## src/rtl/parity_ctl_pkg.sv

```systemverilog
// parity control package: field positions, reset values and sense encodings
// assumes a single 10 MHz clock domain
package parity_ctl_pkg;
  localparam int unsigned CLK_PERIOD_NS = 100;
  localparam int unsigned BYTE_W = 8;
  localparam int unsigned LANES = 4;
  // bit positions within the control, status and test registers
  localparam int unsigned CTL_FIRST_ATN_BIT = 1;
  localparam int unsigned CTL_FIRST_GEN_BIT = 2;
  localparam int unsigned CTL_FIRST_CHK_BIT = 3;
  localparam int unsigned CTL_SECOND_EVEN_BIT = 2;
  localparam int unsigned IRQ_EN_PAR_BIT = 0;
  localparam int unsigned STAT_FIRST_PERR_BIT = 0;
  localparam int unsigned STAT_SECOND_LIVE_BIT = 0;
  localparam int unsigned STAT_THIRD_LATCH_BIT = 3;
  localparam int unsigned TEST_DMA_PAR_BIT = 3;
  localparam int unsigned TEST_SCSI_PAR_BIT = 4;
  localparam int unsigned TEST_CTL_DMA_PAR_BIT = 3;
  localparam int unsigned TEST_CTL_HOST_EVEN_BIT = 2;
  // reset values
  localparam logic PERR_RESET = 1'b0;
  localparam logic LATCH_RESET = 1'b0;
  localparam logic FIFO_PAR_RESET = 1'b0;
  localparam logic HALT_RESET = 1'b0;
  localparam logic IRQ_RESET = 1'b0;
  localparam logic ATN_RESET = 1'b0;
  // scsi parity line is active low, so idle is high
  localparam logic LINE_N_RESET = 1'b1;
  localparam logic HPAR_RESET = 1'b0;
  typedef enum logic {
    SENSE_ODD_type_val = 1'b0,
    SENSE_EVEN_type_val = 1'b1
  } sense_type;
endpackage

```

## src/rtl/parity_bit_gen.sv

```systemverilog
// one-byte parity generator and checker
// assumes sense select is static during the byte
`timescale 1ns/100ps
module parity_bit_gen #(
  parameter int unsigned WIDTH = 8
) (
  input wire logic [WIDTH-1:0] data_i,
  input wire logic even_i,
  input wire logic par_i,
  output logic par_o,
  output logic bad_o
);
  logic ones;
  always_comb begin
    ones = ^data_i;
    // odd sense: total ones including parity must be odd
    par_o = even_i ? ones : ~ones;
    if (even_i) begin
      bad_o = ones ^ par_i;
    end else begin
      bad_o = ~(ones ^ par_i);
    end
  end
endmodule // parity_bit_gen

```

## src/rtl/scsi_parity_control.sv

```systemverilog
// parity generation, pass-through, checking and error reactions
// assumes inputs synchronous to CLK_I; byte strobes are one-cycle pulses
//
// Operation
// - as initiator with attention bit set, a parity error asserts attention
// - generate bit picks own scsi parity or pass-through from host
// - check enable gates all error detection; sense follows even select
// - even select sets driven and checked scsi sense; zero means odd
// - halt control stops the device on target-role parity error
// - parity interrupt enable gates the interrupt request
// - error flag reads one after any checked scsi or host parity error
// - live bit shows one while active-low scsi parity line is asserted
// - latched bit captures parity line at first byte of a phase
// - dma fifo test read places its parity bit into test status
// - write-only test bit supplies parity stored with dma test writes
// - scsi fifo test read places its parity bit into test status
// - host even bit inverts parity between scsi and host sides
// - without generation, parity passes through both directions, inverted only when host even is set
// - with generation, host parity ignored and not driven when receiving
// - checking covers received scsi bytes and host bytes being sent
// - with checking off, no parity errors are reported
// - reactions need checking; both controls zero gives no halt or irq
// - checking and interrupt enable raise interrupt in both roles
// - halt control halts target only; irq only with interrupt enable
// - both set: halt on target error, interrupt in either role
`timescale 1ns/100ps
module scsi_parity_control
  import parity_ctl_pkg::*;
#(
  parameter int unsigned LANE_N = LANES
) (
  input wire logic CLK_I,
  input wire logic RST_I,
  input wire logic PARITY_GENERATE_EN_I,
  input wire logic PARITY_CHECK_EN_I,
  input wire logic ATN_ON_ERROR_EN_I,
  input wire logic EVEN_SENSE_SELECT_I,
  input wire logic HALT_ON_ERROR_CTL_I,
  input wire logic PARITY_IRQ_EN_I,
  input wire logic HOST_EVEN_I,
  input wire logic INITIATOR_I,
  input wire logic SENDING_I,
  input wire logic [1:0] LANE_SEL_I,
  input wire logic [7:0] SEND_DATA_I,
  input wire logic SEND_STB_I,
  input wire logic [LANE_N-1:0] HOST_LANE_PARITY_I,
  input wire logic [7:0] RECV_DATA_I,
  input wire logic RECV_STB_I,
  input wire logic FIRST_BYTE_STB_I,
  input wire logic SCSI_PARITY_LINE_N_I,
  output logic SCSI_PARITY_LINE_N_O,
  output logic SCSI_PARITY_LINE_OE_O,
  output logic [LANE_N-1:0] HOST_LANE_PARITY_O,
  output logic [LANE_N-1:0] HOST_LANE_PARITY_OE_O,
  input wire logic PERR_CLEAR_I,
  output logic PARITY_ERROR_O,
  output logic LIVE_PARITY_O,
  output logic LATCHED_PARITY_O,
  output logic ATN_ASSERT_O,
  output logic HALT_O,
  input wire logic HALT_RESTART_I,
  output logic IRQ_O,
  input wire logic DMA_TEST_PARITY_I,
  input wire logic DMA_TEST_WRITE_I,
  output logic DMA_FIFO_WR_PAR_O,
  input wire logic DMA_TEST_READ_I,
  input wire logic DMA_FIFO_RD_PAR_I,
  output logic DMA_TEST_PAR_O,
  input wire logic SCSI_TEST_READ_I,
  input wire logic SCSI_FIFO_RD_PAR_I,
  output logic SCSI_TEST_PAR_O
);
  logic gen_par, send_bad;
  logic recv_par_calc, recv_bad;
  logic host_par_in, recv_par_pos;
  logic err_now;
  logic perr_q, perr_d;
  logic latch_q, latch_d;
  logic halt_q, halt_d;
  logic atn_q, atn_d;
  logic irq_q, irq_d;
  logic dma_q, dma_d;
  logic scsi_q, scsi_d;
  logic dma_wr_q, dma_wr_d;
  logic [LANE_N-1:0] hpar_q, hpar_d;
  logic sdp_q, sdp_d;

  // host lane parity, flipped to scsi sense when the host runs even
  always_comb begin
    host_par_in = HOST_LANE_PARITY_I[LANE_SEL_I] ^ HOST_EVEN_I;
    recv_par_pos = ~SCSI_PARITY_LINE_N_I;
  end

  // checker on the outgoing host byte against selected scsi sense
  parity_bit_gen #(
    .WIDTH(BYTE_W)
  ) u_send (
    .data_i(SEND_DATA_I),
    .even_i(EVEN_SENSE_SELECT_I),
    .par_i(host_par_in),
    .par_o(gen_par),
    .bad_o(send_bad)
  );

  parity_bit_gen #(
    .WIDTH(BYTE_W)
  ) u_recv (
    .data_i(RECV_DATA_I),
    .even_i(EVEN_SENSE_SELECT_I),
    .par_i(recv_par_pos),
    .par_o(recv_par_calc),
    .bad_o(recv_bad)
  );

  always_comb begin
    // host parity is only meaningful in pass-through
    err_now = PARITY_CHECK_EN_I & (
      (RECV_STB_I & recv_bad) |
      (SEND_STB_I & send_bad & ~PARITY_GENERATE_EN_I));
  end

  // outgoing scsi parity and host lane parity
  always_comb begin
    sdp_d = sdp_q;
    hpar_d = hpar_q;
    if (SEND_STB_I) begin
      sdp_d = ~(PARITY_GENERATE_EN_I ? gen_par : host_par_in);
    end
    if (RECV_STB_I) begin
      hpar_d = {LANE_N{recv_par_pos ^ HOST_EVEN_I}};
    end
  end

  always_ff @(posedge CLK_I) begin
    if (RST_I) begin
      sdp_q <= LINE_N_RESET;
      hpar_q <= {LANE_N{HPAR_RESET}};
    end else begin
      sdp_q <= sdp_d;
      hpar_q <= hpar_d;
    end
  end

  always_comb begin
    SCSI_PARITY_LINE_N_O = sdp_q;
    SCSI_PARITY_LINE_OE_O = SENDING_I;
    HOST_LANE_PARITY_O = hpar_q;
    HOST_LANE_PARITY_OE_O = {LANE_N{~SENDING_I & ~PARITY_GENERATE_EN_I}};
  end

  // error flag, reactions and status
  always_comb begin
    perr_d = perr_q;
    if (PERR_CLEAR_I) begin
      perr_d = 1'b0;
    end
    if (err_now) begin
      perr_d = 1'b1;
    end
    halt_d = halt_q;
    if (HALT_RESTART_I) begin
      halt_d = 1'b0;
    end
    if (err_now & HALT_ON_ERROR_CTL_I & ~INITIATOR_I) begin
      halt_d = 1'b1;
    end
    irq_d = irq_q;
    if (PERR_CLEAR_I) begin
      irq_d = 1'b0;
    end
    if (err_now & PARITY_IRQ_EN_I) begin
      irq_d = 1'b1;
    end
    atn_d = atn_q;
    if (~INITIATOR_I | PERR_CLEAR_I) begin
      atn_d = 1'b0;
    end
    if (err_now & ATN_ON_ERROR_EN_I & INITIATOR_I) begin
      atn_d = 1'b1;
    end
    latch_d = FIRST_BYTE_STB_I ? ~SCSI_PARITY_LINE_N_I : latch_q;
    dma_d = DMA_TEST_READ_I ? DMA_FIFO_RD_PAR_I : dma_q;
    scsi_d = SCSI_TEST_READ_I ? SCSI_FIFO_RD_PAR_I : scsi_q;
    dma_wr_d = DMA_TEST_WRITE_I ? DMA_TEST_PARITY_I : dma_wr_q;
  end

  always_ff @(posedge CLK_I) begin
    if (RST_I) begin
      perr_q <= PERR_RESET;
      halt_q <= HALT_RESET;
      irq_q <= IRQ_RESET;
      atn_q <= ATN_RESET;
      latch_q <= LATCH_RESET;
      dma_q <= FIFO_PAR_RESET;
      scsi_q <= FIFO_PAR_RESET;
      dma_wr_q <= FIFO_PAR_RESET;
    end else begin
      perr_q <= perr_d;
      halt_q <= halt_d;
      irq_q <= irq_d;
      atn_q <= atn_d;
      latch_q <= latch_d;
      dma_q <= dma_d;
      scsi_q <= scsi_d;
      dma_wr_q <= dma_wr_d;
    end
  end

  always_comb begin
    PARITY_ERROR_O = perr_q;
    LIVE_PARITY_O = ~SCSI_PARITY_LINE_N_I;
    LATCHED_PARITY_O = latch_q;
    ATN_ASSERT_O = atn_q;
    HALT_O = halt_q;
    IRQ_O = irq_q;
    DMA_TEST_PAR_O = dma_q;
    SCSI_TEST_PAR_O = scsi_q;
    DMA_FIFO_WR_PAR_O = dma_wr_q;
  end
endmodule // scsi_parity_control

```

## config.mk

```make
export PLATFORM = sky130hd
export DESIGN_NAME = scsi_parity_control
export DESIGN_NICKNAME = d
export VERILOG_FILES = /design/src/rtl/parity_ctl_pkg.sv /design/src/rtl/parity_bit_gen.sv /design/src/rtl/scsi_parity_control.sv
export SDC_FILE = /design/constraint.sdc
export NUM_CORES = 1
export LEC_CHECK = 0
export ABC_AREA = 1
export BUFFER_PORTS_ARGS = -buffer_cell sky130_fd_sc_hd__clkbuf_2
export CAP_MARGIN = 20
export CELL_PAD_IN_SITES_DETAIL_PLACEMENT = 1
export CELL_PAD_IN_SITES_GLOBAL_PLACEMENT = 1
export CORE_ASPECT_RATIO = 1.4
export CORE_MARGIN = 5
export CORE_UTILIZATION = 24
export DETAILED_ROUTE_END_ITERATION = 8
export PLACE_DENSITY_LB_ADDON = 0.1
export SYNTH_ARGS = -nofsm -noshare
export SYNTH_HDL_FRONTEND = slang
export SYNTH_SLANG_ARGS = --single-unit
```

## constraint.sdc

```tcl
create_clock -name CLK_I -period 1.3 [get_ports CLK_I]
set_input_delay 0.195 -clock CLK_I [delete_from_list [all_inputs] [get_ports CLK_I]]
set_output_delay 0.195 -clock CLK_I [all_outputs]
set_load 0.01 [all_outputs]
```

==> metrics.txt <==
Net Count, Synth 176; WL final ~2.4 mm; core area 0.003316 mm^2; io pins 64; number of vias in the routed layout between 900 and 1,000; number of flip-flops and latches in the synthesized netlist 10; Resize count post-CTS 0; post-route setup slack 0.2039 ns; largest net degree at the start of global routing 7; CTS sink cnt 10; full die area 0.004663 mm^2; max-cap viol count 0; post-detailed-route wirelength per cell between 10 and 15 um; share of power burned in the clock network 30.5%; most congested layer reported by global routing met2; proportion of power drawn by flip-flops and latches 33.4%; Critical Path AT 1.27 ns; Critical Setup Path Class in2reg; number of vias per cell 4.299; Power Dens Cells 856.9 mW/mm^2; type of the worst min-delay path in2reg; post-CTS setup buffer count 0; total overflow reported by the global router 0; GR met1 Demand/Resource 10.71%; worst-case clock buffer depth 2; met2 Resource Use GR between 20% and 30%; dominant combinational cell family by area after synthesis simple AND/OR/NAND/NOR gates; Sw Share 31.48%; worst hold margin 0.1507 ns; H-Tree Level Count 1; utilization after layout 35.89%; number of routed nets with antenna violations 0; Post-layout nets 238; Period minus WS final 1.096 ns; critical path peak fanout 4; Gate power share between 30% and 40%; parity-gate share of the synthesized area counting xor and xnor cells between 10% and 20%; compound-cell area share of the yosys netlist 9.399%; setup violators final 0; Sw Pwr 321.0 uW; Port Buffer Count 63; total routing resource utilization after global routing 10.80%; number of cell rows 25; chip height between 70 and 80 um; routability congestion estimate just over 0.8; number of distinct library cells after synthesis 17; worst slack at placement -0.06633 ns; GR Util met3 2.276%; Layout area overhead 46.53%; CTS clk-pin slew, worst paths 0.04 ns; Max VDD drop 0.3963 mV; adder and majority cell fraction of the synthesized area 0%; register area share after synthesis around 25%; Power, Total 1020 uW; FF-to-FF setup slack ~0.62 ns; YS warnings 0; Static Leak 0.0007241 uW; post-route design area 0.001190 mm^2; initial core utilization 24.49%; number of buffers inserted for hold repair after clock tree synthesis 0; post-synthesis simple-gate area fraction 35.13%; TritonCTS clock tree yes; number of instances in the synthesized netlist 131; Detailed Route Iter0 Violations 7; Cell Area, Placed around 0.0011 mm^2; clock insertion delay at the later pin of the skew report about 0.23 ns; Worst setup SP type primary input; unrepaired setup endpoints after global routing false; Worst Tran Pin Value 0.2247 ns; setup skew after layout 0 ns; Post-Synthesis Cell Area 812.0 um^2; post-DP HPWL 2.266 mm; element type at the critical path end register; Post-route DRC 0; cell internal power dissipation 698.7 uW; number of inserted diodes 0; number of antenna violations at the first check in global routing 0; portion of netlist area occupied by mux cells 0%; overall die width 59.16 um; global-route wire length before repair 4.064 mm; vias in the first global route 1,037; critical path required time 1.47 ns; result of the run finished clean; post-synthesis area per instance 6.199 um^2; Root Buffer Master sky130_fd_sc_hd__clkbuf_8; number of optimization iterations in the first detailed-route pass 2; Period Utilization, post-route 84.31%; Max Clk Rate 912.4 MHz; Hold Fails Final Rpt 0; CTS Buf Count 3; Max-Slew Margin vs Limit 84.96%; Max Slew Vio Count 0; share of layout cells above drive strength 1 41.36%
-- worst paths after layout --
path | cells past startpoint | startpoint | to
worst max-delay path | 12 | RECV_DATA_I[1] | ATN_ASSERT_O
worst min-delay path | 2 | DMA_TEST_READ_I | DMA_TEST_PAR_O
worst max register to register | 2 | HOST_LANE_PARITY_O[0] | HOST_LANE_PARITY_O[0]
worst min register to register | 2 | HALT_O | HALT_O
-- worst max-delay path, cell delays in order --
cell	delay, ns
sky130_fd_sc_hd__clkbuf_2	0.08
sky130_fd_sc_hd__xnor2_1	0.20
sky130_fd_sc_hd__inv_1	0.06
sky130_fd_sc_hd__nand2_1	0.06
sky130_fd_sc_hd__nand2_1	0.07
sky130_fd_sc_hd__inv_2	0.05
sky130_fd_sc_hd__nand2_1	0.05
sky130_fd_sc_hd__nand3_1	0.11
sky130_fd_sc_hd__nand3_4	0.08
sky130_fd_sc_hd__nand2_2	0.10
sky130_fd_sc_hd__nand3_1	0.08
sky130_fd_sc_hd__a21oi_2	0.11
-- final cells by class --
class                      count  area [um^2]
clock buffer                   3        41.29
fill                         468         2126
inverter                      25        93.84
multi-input combinational     89        481.7
sequential                    10        200.2
tap                           40        50.05
timing repair buffer          64        322.8
-- cell families (layout without fill, tap and decap cells) --
logic type	Yosys count	count (layout)
buffers and inverters	32	92
XOR/XNOR	11	11
AO/OA/AOI/OAI	14	14
AND/OR/NAND/NOR	64	64
flip-flops	10	10
-- cells in the mapped netlist --
library cell	count	area (um^2)
sky130_fd_sc_hd__o21ai_0	4	20.02
sky130_fd_sc_hd__a21oi_1	8	40.04
sky130_fd_sc_hd__nand3_1	11	55.05
sky130_fd_sc_hd__inv_2	2	7.510
sky130_fd_sc_hd__xor2_1	4	35.03
sky130_fd_sc_hd__inv_1	23	86.33
sky130_fd_sc_hd__nand2_1	45	168.9
sky130_fd_sc_hd__nor2_1	3	11.26
sky130_fd_sc_hd__nand3_4	1	17.52
sky130_fd_sc_hd__a21oi_2	1	8.760
sky130_fd_sc_hd__xnor2_2	1	16.27
sky130_fd_sc_hd__nand3_2	2	20.02
sky130_fd_sc_hd__buf_4	7	52.55
sky130_fd_sc_hd__o211ai_1	1	7.510
sky130_fd_sc_hd__xnor2_1	6	52.55
sky130_fd_sc_hd__dfxtp_1	10	200.2
sky130_fd_sc_hd__nand2_2	2	12.51
-- power groups by stage --
stage | combinational [uW] | clock [uW] | sequential (uW)
2_1_floorplan | 213 | 0 | 355
3_3_place_gp | 357 | 0 | 345
3_5_place_dp | 369 | 0 | 346
4_1_cts | 370 | 328 | 341
5_1_grt | 421 | 331 | 343
6_report | 368 | 311 | 340
-- layout by cell type (no fill, tap or decap), types with 2 or more instances in the layout --
cell type / instances
sky130_fd_sc_hd__nand2_2: 2
sky130_fd_sc_hd__clkbuf_2: 63
sky130_fd_sc_hd__nand2_1: 45
sky130_fd_sc_hd__inv_1: 23
sky130_fd_sc_hd__inv_2: 2
sky130_fd_sc_hd__nor2_1: 3
sky130_fd_sc_hd__nand3_1: 10
sky130_fd_sc_hd__nand3_2: 3
sky130_fd_sc_hd__xor2_1: 4
sky130_fd_sc_hd__a21oi_1: 7
sky130_fd_sc_hd__xnor2_2: 2
sky130_fd_sc_hd__a21oi_2: 2
sky130_fd_sc_hd__xnor2_1: 5
sky130_fd_sc_hd__clkbuf_8: 3
sky130_fd_sc_hd__dfxtp_1: 10
sky130_fd_sc_hd__o21ai_0: 4
-- metal layers --
metal / wire length (um) / up-vias
li1: - / 514
met1: 826 / 438
met2: 1322 / 37
met3: 249 / 4
met4: 38 / 0
met5: 0 / -
-- flip-flops by register name, indices dropped and copies added (netlist names) --
name and flops:
PARITY_ERROR_O 1, DMA_FIFO_WR_PAR_O 1, SCSI_TEST_PAR_O 1, ATN_ASSERT_O 1
DMA_TEST_PAR_O 1, IRQ_O 1, SCSI_PARITY_LINE_N_O 1, HOST_LANE_PARITY_O 1
LATCHED_PARITY_O 1, HALT_O 1
-- metrics by stage --
step	TNS, ns	cells
global placement	-0.007003	228
finish	0	231
global route	0	231
CTS	0	231
detailed placement	-0.2048	228
floorplan	0	131
(Power assumes the default switching activity.)
